$ cat src/shared/rmsm_pkg.sv
package rmsm_pkg;
   // ----------------------------------------
   // Timing
   // ----------------------------------------
   localparam int CLK_HZ           = 25000000;
   localparam int CLK_NS           = 40;
   localparam int SETTLE_US        = 130;
   localparam int SETTLE_CYC       = (SETTLE_US * 1000) / CLK_NS;
   localparam int PDET_FILT_US     = 40;
   localparam int PDET_FILT_CYC    = (PDET_FILT_US * 1000 + CLK_NS - 1) / CLK_NS;
   localparam int CE_MIN_US        = 10;
   localparam int CE_MIN_CYC       = (CE_MIN_US * 1000 + CLK_NS - 1) / CLK_NS;
   localparam int OSC_US           = 1500;
   localparam int OSC_CYC          = (OSC_US * 1000) / CLK_NS;
   localparam int TX_MAX_US        = 4000;
   localparam int TX_MAX_CYC       = (TX_MAX_US * 1000) / CLK_NS;
   localparam int LS_REF_MH        = 30;
   localparam int CNT_W            = 20;
   // ----------------------------------------
   // Buffer shape
   // ----------------------------------------
   localparam int FIFO_W           = 8;
   localparam int FIFO_D           = 8;
   // ----------------------------------------
   // Modes
   // ----------------------------------------
   // Nine modes need four bits
   typedef enum logic [3:0] {
      RMSM_POR, RMSM_PDN, RMSM_OSC, RMSM_SBY1, RMSM_SBY2, RMSM_RXS, RMSM_RX,
      RMSM_TXS, RMSM_TX
   } rmsm_mode_e;
endpackage

$ cat src/rtl/rmsm_fifo.sv
`timescale 1ns/10ps
module rmsm_fifo #(
   parameter int W = 8,
   parameter int D = 8
) (
   input  wire logic         clk,
   input  wire logic         rst,
   input  wire logic [W-1:0] in_data,
   input  wire logic         in_valid,
   output logic              in_ready,
   output logic [W-1:0]      out_data,
   output logic              out_valid,
   input  wire logic         out_ready
);
   localparam int AW = $clog2(D);
   logic [W-1:0] mem [D];
   logic [AW:0]  wp_reg;
   logic [AW:0]  rp_reg;
   logic         push;
   logic         pop;

   assign in_ready  = (wp_reg - rp_reg) != (AW+1)'(D);
   assign out_valid = wp_reg != rp_reg;
   assign out_data  = mem[rp_reg[AW-1:0]];
   assign push      = in_valid && in_ready;
   assign pop       = out_valid && out_ready;

   always_ff @(posedge clk) begin
      if (push) begin
         mem[wp_reg[AW-1:0]] <= in_data;
      end
   end

   always_ff @(posedge clk or posedge rst) begin
      if (rst) begin
         wp_reg <= '0;
         rp_reg <= '0;
      end else begin
         if (push) begin
            wp_reg <= wp_reg + 1'b1;
         end
         if (pop) begin
            rp_reg <= rp_reg + 1'b1;
         end
      end
   end
endmodule

$ cat src/rtl/rmsm_top.sv
`timescale 1ns/10ps
// What this block does
// [RL1] After reset, leave the reset state only into power down.
// [RL2] Power down keeps settings and the host port usable.
// [RL3] Power-up bit low forces power down, overriding role and activate.
// [RL4] Power-up bit set in power down leads to standby-I.
// [RL5] Active modes need activate high; activate low returns to standby-I.
// [RL6] Transmitter role, activate high, empty transmit FIFO: standby-II.
// [RL7] New packet in standby-II starts synthesizer, transmits after 130 us.
// [RL8] Standby-II launches when chip select returns high after upload.
// [RL9] Power-up, receive role and activate high give receive mode.
// [RL10] Receive accepts only address-matching CRC-good packets into a free slot.
// [RL11] Valid packet with receive FIFO full is dropped.
// [RL12] Receive holds until host changes mode, unless protocol engine acts.
// [RL13] Power flag rises only after 40 us of strong in-channel signal.
// [RL14] Transmit entry: power-up, transmit role, payload, activate over 10 us.
// [RL15] Finish current packet; activate low then returns to standby-I.
// [RL16] After packet with activate high: next packet or standby-II.
// [RL17] Host keeps each transmit stretch under 4 ms.
// [RL18] With protocol engine on, transmit never exceeds 4 ms.
// [RL19] Activate held high drains and keeps draining a refilled FIFO.
// [RL20] Short activate pulse sends one packet then standby-I.
// [RL21] Power down to standby bounded by 1.5 ms, scaled by inductance.
// [RL22] Host waits oscillator startup before raising activate.
// [RL23] Standby to active, or between active modes, within 130 us.
// [RL24] Power-up bit resets cleared so device rests in power down.
module rmsm_top
   import rmsm_pkg::*;
#(
   parameter int W        = FIFO_W,
   parameter int D        = FIFO_D,
   parameter int LS_MH    = LS_REF_MH,
   parameter int OSC_CNT  = (OSC_CYC * LS_MH) / LS_REF_MH,
   parameter int TXMAX    = TX_MAX_CYC,
   parameter int SETTLE   = SETTLE_CYC
) (
   input  wire logic         clk,
   input  wire logic         rst,
   input  wire logic         power_on_request_bit,
   input  wire logic         receive_role_select,
   input  wire logic         chip_activate,
   input  wire logic         auto_protocol_en,
   input  wire logic         spi_csn,
   input  wire logic [W-1:0] tx_wdata,
   input  wire logic         tx_wvalid,
   output logic              tx_wready,
   input  wire logic         tx_done,
   input  wire logic         rx_pkt_valid,
   input  wire logic         rx_addr_match,
   input  wire logic         rx_crc_ok,
   input  wire logic [W-1:0] rx_payload,
   input  wire logic         rx_rdready,
   output logic [W-1:0]      rx_rdata,
   output logic              rx_rdvalid,
   input  wire logic         rf_power_high,
   output logic [3:0]        mode,
   output logic              received_power_flag,
   output logic              synth_on,
   output logic              tx_start,
   output logic              rx_drop
);
   localparam int QCW = $clog2(D) + 1;
   rmsm_mode_e       st_reg;
   logic [CNT_W-1:0] cnt_reg;
   logic [CNT_W-1:0] txt_reg;
   logic [CNT_W-1:0] pdet_reg;
   logic [QCW-1:0]   txq_cnt_reg;
   logic             tx_end;
   logic             txq_more;
   logic             prim_tx_role;
   logic             txq_valid;
   logic             txq_pop;
   logic             rxq_ready;
   logic             rx_accept;
   logic             rx_push;
   logic [W-1:0]     txq_data;
   logic [W-1:0]     rx_rdata_w;
   logic             rx_rdvalid_w;
   logic             tx_wready_w;

   assign prim_tx_role = !receive_role_select;

   // ----------------------------------------
   // Buffers
   // ----------------------------------------
   // [RL2] Transmit queue takes uploads in every mode, power down too
   // Transmit queue; upload is stalled by the buffer's own ready
   rmsm_fifo #(.W(W), .D(D)) u_txq (
      .clk       (clk),
      .rst       (rst),
      .in_data   (tx_wdata),
      .in_valid  (tx_wvalid),
      .in_ready  (tx_wready_w),
      .out_data  (txq_data),
      .out_valid (txq_valid),
      .out_ready (txq_pop)
   );

   // [RL10] Address and CRC filter
   assign rx_accept = rx_pkt_valid && rx_addr_match && rx_crc_ok && st_reg == RMSM_RX;
   assign rx_push   = rx_accept && rxq_ready;

   rmsm_fifo #(.W(W), .D(D)) u_rxq (
      .clk       (clk),
      .rst       (rst),
      .in_data   (rx_payload),
      .in_valid  (rx_push),
      .in_ready  (rxq_ready),
      .out_data  (rx_rdata_w),
      .out_valid (rx_rdvalid_w),
      .out_ready (rx_rdready)
   );

   assign rx_rdata   = rx_rdata_w;
   assign rx_rdvalid = rx_rdvalid_w;
   assign tx_wready  = tx_wready_w;
   // Packet leaves the queue at its end; a capped stretch gives the packet up
   assign tx_end     = (st_reg == RMSM_TX)
                       && (tx_done || (auto_protocol_en && txt_reg >= CNT_W'(TXMAX - 1)));
   assign txq_pop    = tx_end;
   // Queue valid alone cannot tell the last packet from one with a successor
   assign txq_more   = txq_cnt_reg > QCW'(1);

   always_ff @(posedge clk or posedge rst) begin
      if (rst) begin
         txq_cnt_reg <= '0;
      end else begin
         txq_cnt_reg <= txq_cnt_reg + QCW'(tx_wvalid && tx_wready_w) - QCW'(txq_pop);
      end
   end

   // ----------------------------------------
   // Mode machine
   // ----------------------------------------
   always_ff @(posedge clk or posedge rst) begin
      if (rst) begin
         st_reg  <= RMSM_POR;
         cnt_reg <= '0;
      end else if (!power_on_request_bit && st_reg != RMSM_POR) begin
         // [RL3] Power-up low wins
         st_reg  <= RMSM_PDN;
         cnt_reg <= '0;
      end else begin
         unique case (st_reg)
            // [RL1] [RL24] Reset leads only to power down
            RMSM_POR: begin
               st_reg <= RMSM_PDN;
            end
            // [RL4] Power-up into standby via oscillator start
            RMSM_PDN: begin
               if (power_on_request_bit) begin
                  st_reg  <= RMSM_OSC;
                  cnt_reg <= '0;
               end
            end
            // [RL21] Bounded oscillator startup
            RMSM_OSC: begin
               if (cnt_reg >= CNT_W'(OSC_CNT - 1)) begin
                  st_reg <= RMSM_SBY1;
               end else begin
                  cnt_reg <= cnt_reg + 1'b1;
               end
            end
            // [RL5] [RL9] Receive entry; [RL14] transmit entry needs payload
            RMSM_SBY1: begin
               cnt_reg <= '0;
               if (chip_activate && receive_role_select) begin
                  st_reg <= RMSM_RXS;
               end else if (chip_activate && txq_valid) begin
                  st_reg <= RMSM_TXS;
               end else if (chip_activate && prim_tx_role) begin
                  st_reg <= RMSM_SBY2;
               end
            end
            // [RL7] [RL8] Launch on new packet once chip select is high
            RMSM_SBY2: begin
               cnt_reg <= '0;
               if (!chip_activate) begin
                  st_reg <= RMSM_SBY1;
               end else if (txq_valid && spi_csn) begin
                  st_reg <= RMSM_TXS;
               end
            end
            // [RL23] Settling bounded by 130 us
            RMSM_RXS, RMSM_TXS: begin
               if (!chip_activate && st_reg == RMSM_RXS) begin
                  st_reg <= RMSM_SBY1;
               end else if (cnt_reg >= CNT_W'(SETTLE - 1)) begin
                  st_reg  <= (st_reg == RMSM_RXS) ? RMSM_RX : RMSM_TX;
                  cnt_reg <= '0;
               end else begin
                  cnt_reg <= cnt_reg + 1'b1;
               end
            end
            // [RL12] Stay in receive until host changes mode
            RMSM_RX: begin
               if (!chip_activate) begin
                  st_reg <= RMSM_SBY1;
               end else if (!receive_role_select) begin
                  st_reg  <= RMSM_TXS;
                  cnt_reg <= '0;
               end
            end
            // [RL15] [RL16] [RL19] [RL20] End of packet decision
            RMSM_TX: begin
               if (tx_end) begin
                  if (!chip_activate) begin
                     st_reg <= RMSM_SBY1;
                  end else if (receive_role_select) begin
                     st_reg  <= RMSM_RXS;
                     cnt_reg <= '0;
                  end else if (txq_more) begin
                     st_reg <= RMSM_TX;
                  end else begin
                     // [RL6] Empty queue, activate high
                     st_reg <= RMSM_SBY2;
                  end
               end
            end
            default: st_reg <= RMSM_POR;
         endcase
      end
   end

   // ----------------------------------------
   // Transmit stretch timer
   // ----------------------------------------
   // [RL18] Protocol engine caps time in transmit
   always_ff @(posedge clk or posedge rst) begin
      if (rst) begin
         txt_reg <= '0;
      end else if (st_reg == RMSM_TX && !tx_end) begin
         txt_reg <= txt_reg + 1'b1;
      end else begin
         txt_reg <= '0;
      end
   end

   // ----------------------------------------
   // Power detector filter
   // ----------------------------------------
   // [RL13] Filter: raw detector must persist 40 us
   always_ff @(posedge clk or posedge rst) begin
      if (rst) begin
         pdet_reg            <= '0;
         received_power_flag <= 1'b0;
      end else if (st_reg == RMSM_RX && rf_power_high) begin
         if (pdet_reg >= CNT_W'(PDET_FILT_CYC - 1)) begin
            received_power_flag <= 1'b1;
         end else begin
            pdet_reg <= pdet_reg + 1'b1;
         end
      end else if (st_reg == RMSM_RX) begin
         pdet_reg            <= '0;
         received_power_flag <= 1'b0;
      end else begin
         pdet_reg <= '0;
      end
   end

   // ----------------------------------------
   // Registered outputs
   // ----------------------------------------
   always_ff @(posedge clk or posedge rst) begin
      if (rst) begin
         mode        <= 4'h0;
         synth_on    <= 1'b0;
         tx_start    <= 1'b0;
         rx_drop     <= 1'b0;
      end else begin
         mode        <= st_reg;
         synth_on    <= st_reg inside {RMSM_RXS, RMSM_RX, RMSM_TXS, RMSM_TX};
         // [RL7] Launch marker on the last settling cycle of transmit settling
         tx_start    <= (st_reg == RMSM_TXS) && (cnt_reg == CNT_W'(SETTLE - 1));
         // [RL11] Drop when receive queue full
         rx_drop     <= rx_accept && !rxq_ready;
      end
   end
endmodule

$ cat config.mk
export PLATFORM = sky130hd
export DESIGN_NAME = rmsm_top
export DESIGN_NICKNAME = d
export VERILOG_FILES = /design/src/shared/rmsm_pkg.sv /design/src/rtl/rmsm_fifo.sv /design/src/rtl/rmsm_top.sv
export SDC_FILE = /design/constraint.sdc
export NUM_CORES = 1
export LEC_CHECK = 0
export ABC_AREA = 1
export BUFFER_PORTS_ARGS = -buffer_cell sky130_fd_sc_hd__buf_2
export CORE_AREA = 2 2 124 126
export DETAILED_ROUTE_END_ITERATION = 16
export DIE_AREA = 0 0 126 128
export PLACE_DENSITY = 0.8
export SLEW_MARGIN = 25
export SYNTH_ARGS = -nofsm -noshare
export SYNTH_HDL_FRONTEND = slang
export SYNTH_SLANG_ARGS = --single-unit
$ cat constraint.sdc
create_clock -name clk -period 3.8 [get_ports clk]
set_input_delay 0.95 -clock clk [delete_from_list [all_inputs] [get_ports clk]]
set_output_delay 0.95 -clock clk [all_outputs]
set_load 0.02 [all_outputs]
==> metrics <==
WL met2=8238 um; Area Growth Syn to Fin=12.16%; RSZ-0062 raised after global routing=no; Nets=1012; max_cap viols=0; Reg clk slew, reported paths=~0.06 ns; internal power=approximately 3.4 mW; CTS Sinks=156; Inst Count DP=roughly 1100; Clock Skew=between 0.009 and 0.01 ns; Seq pwr share=0.372; Post-Syn Instances=916; Crit Reg-Reg Startpoint=u_rxq.rp_reg[0]$_DFFE_PP0P_; CTS Buf Count=17; DP HPWL=11060 um; min-delay src=txt_reg[0]$_DFF_PP0_; routed length per instance=14.08 um; worst hold path type=register to register; GR Util All Layers=0.2160; max-slew violation count=0; final hold slack=0.4638 ns; num rows=45; area of the multi-input gates=0.003216 mm2; Leak=3.904 nW; final hold vios=0; worst setup margin=0.5744 ns; yosys warns=0; most common cell after layout, fill and taps aside=nand2_1; Avg Cell Area, Syn=8.737 um2; I/O pin total=between 40 and 50; die span in x=126 um; Max Freq=0.3100 GHz; CP Capture Type=output pin; Post-CTS Hold Buffers=0; GRT overflow=0; Layout fillers=1260; crit path DAT=2.28 ns; final core utilization=0.6039; Synth async-reset ratio=0.5897; Critical Path Source Type=register; clock power share=0.316; count of endpoints failing setup in the final report=0; detailed-route wire length=16360 um; worst-margin pin slew=0.9337 ns; Initial DRC Count=511; drt first pass iters=5; DP Worst Slack=between 0.8 and 0.9 ns; CORE AREA=0.01486 mm2; highest metal used=met4; vias in the first global route=6079; clk root buf=clkbuf_16; cell count of the worst reg-to-reg path=10; number of enable flip-flop cells after synthesis=between 60 and 70; Switching Share=0.3727; syn_nets=about 970; outcome=finished clean; ANT cells=0; layout cells sized above 1=0.1366; R2R setup slack=0.85 ns; CTS tree=done; Die Y=128 um; Critical Path RT=2.85 ns; Final GP Congestion=0.9125; Antenna Nets Post-Route=0; number of flip-flops under the largest register name=64; largest net degree at the start of global routing=between 40 and 50; DR DRC count=0; sequential fraction of the synthesis area=0.5278; Comb pwr share=0.312; met3 WL=518 um; hold path endpoint=txt_reg[0]$_DFF_PP0_; setup_tns=0 ns; total vias in the final route=6184; Post-synth top flop=dfrtp_1; # port buffers=39; worst reg2reg endpoint=u_rxq.mem[4][7]$_DFFE_PP_; Final Non-Filler Cells=1162; Max VDD drop=0.3822 mV; post-CTS setup buffers=0; Netlist cell types=43; commonest non-fill, non-tap cells in the layout=nand2_1 (163), nor2_1 (150), inv_1 (104); clock buffer depth=2; critical path class=register to output pin; Initial Util=0.5384; crit-path max FO=34; initial antenna violation count=0; M1 wire length=~7300 um; global-route wire length before repair=27930 um; Tcrit/Tclk final=0.8488; Slew headroom=0.3752; minimum clock period=3.226 ns; #FFs+latches synth=156; pwr dens=604.0 mW/mm2; post-CTS resize count=0; worst hold stages=1; Die ar.=0.01613 mm2; H-tree levels=4; Vias/cell=5.322; net switching power figure=2.021 mW; register area=0.004224 mm2; Syn Std Cell Area=0.008003 mm2; worst skew pair latency=0.43 ns
[routing by layer]
metal / up-vias / track usage
met2: 128 / 0.3757
met1: 2940 / 0.2718
met4: 0 / 0.07757
met5: - / 0
li1: 3093 / -
met3: 23 / 0.04007
[how the worst max path moves through the flow]
stage | depth (start not counted) | from | end
6_report | 7 | u_rxq.rp_reg[0]$_DFFE_PP0P_ | rx_rdata[2]
5_1_grt | 7 | u_rxq.rp_reg[0]$_DFFE_PP0P_ | rx_rdata[2]
4_1_cts | 7 | u_rxq.rp_reg[0]$_DFFE_PP0P_ | rx_rdata[4]
3_5_place_dp | 10 | u_rxq.rp_reg[0]$_DFFE_PP0P_ | u_rxq.mem[4][1]$_DFFE_PP_
3_3_place_gp | 10 | u_rxq.rp_reg[0]$_DFFE_PP0P_ | u_rxq.mem[4][1]$_DFFE_PP_
2_1_floorplan | 1 | rst | cnt_reg[0]$_DFFE_PP0P_
[layout make-up]
cell class	count	area share
multi-input cells	619	0.3582
flip-flops and latches	156	0.4706
clock buffers	17	0.04739
clock inverters	15	0.01910
repair buffers	46	0.02760
well taps	188	0.02621
inverters	121	0.05088
[synthesized netlist by cell type, types with 11 or more instances]
cell,count,area [um2]
o21ai_0,52,260.3
a21oi_1,18,90.09
xor2_1,24,210.2
edfxtp_1,64,1922
nor2_1,150,563.0
ha_1,20,250.2
nor2_2,19,118.9
inv_1,105,394.1
nand4_1,19,118.9
inv_2,13,48.80
nor3_1,18,90.09
nand3_1,61,305.3
dfrtp_1,92,2302
a31oi_1,11,68.82
nand2_1,163,611.8
[metrics by stage]
stage | cell area [um2] | power [mW]
global route | 8976 | 5.756
detailed placement | 8379 | 3.739
CTS | 8976 | 5.453
global placement | 8379 | 3.687
finish | 8976 | 5.422
floorplan | 8003 | 3.302
[logic make-up after synthesis]
logic type / count (synthesis) / synth area share
adders and majority gates: 21 / 0.03377
xor gates and xnor gates: 32 / 0.03502
AOI/OAI and AO/OA: 103 / 0.07286
DFF: 156 / 0.5278
buffers and inverters: 141 / 0.07036
and+or+nand+nor: 463 / 0.2602
[power by group through the flow]
stage                     sequential, mW  clock [mW]  combinational [mW]
final                               2.02        1.71                1.69
after CTS                           2.02        1.73                1.70
after floorplan                     2.03           0                1.27
after global placement              2.05           0                1.64
after detailed placement            2.05           0                1.69
after global routing                2.04        1.80                1.92
[worst max-delay path: stages, from the launching register on]
cell and delay (ns):
dfrtp_1 0.57, inv_1 0.12, buf_4 0.33, o21ai_0 0.14, o22ai_1 0.14, nor2_1 0.07, a31oi_1 0.25, buf_2 0.23
No activity file was read; power rests on OpenSTA's default activity.
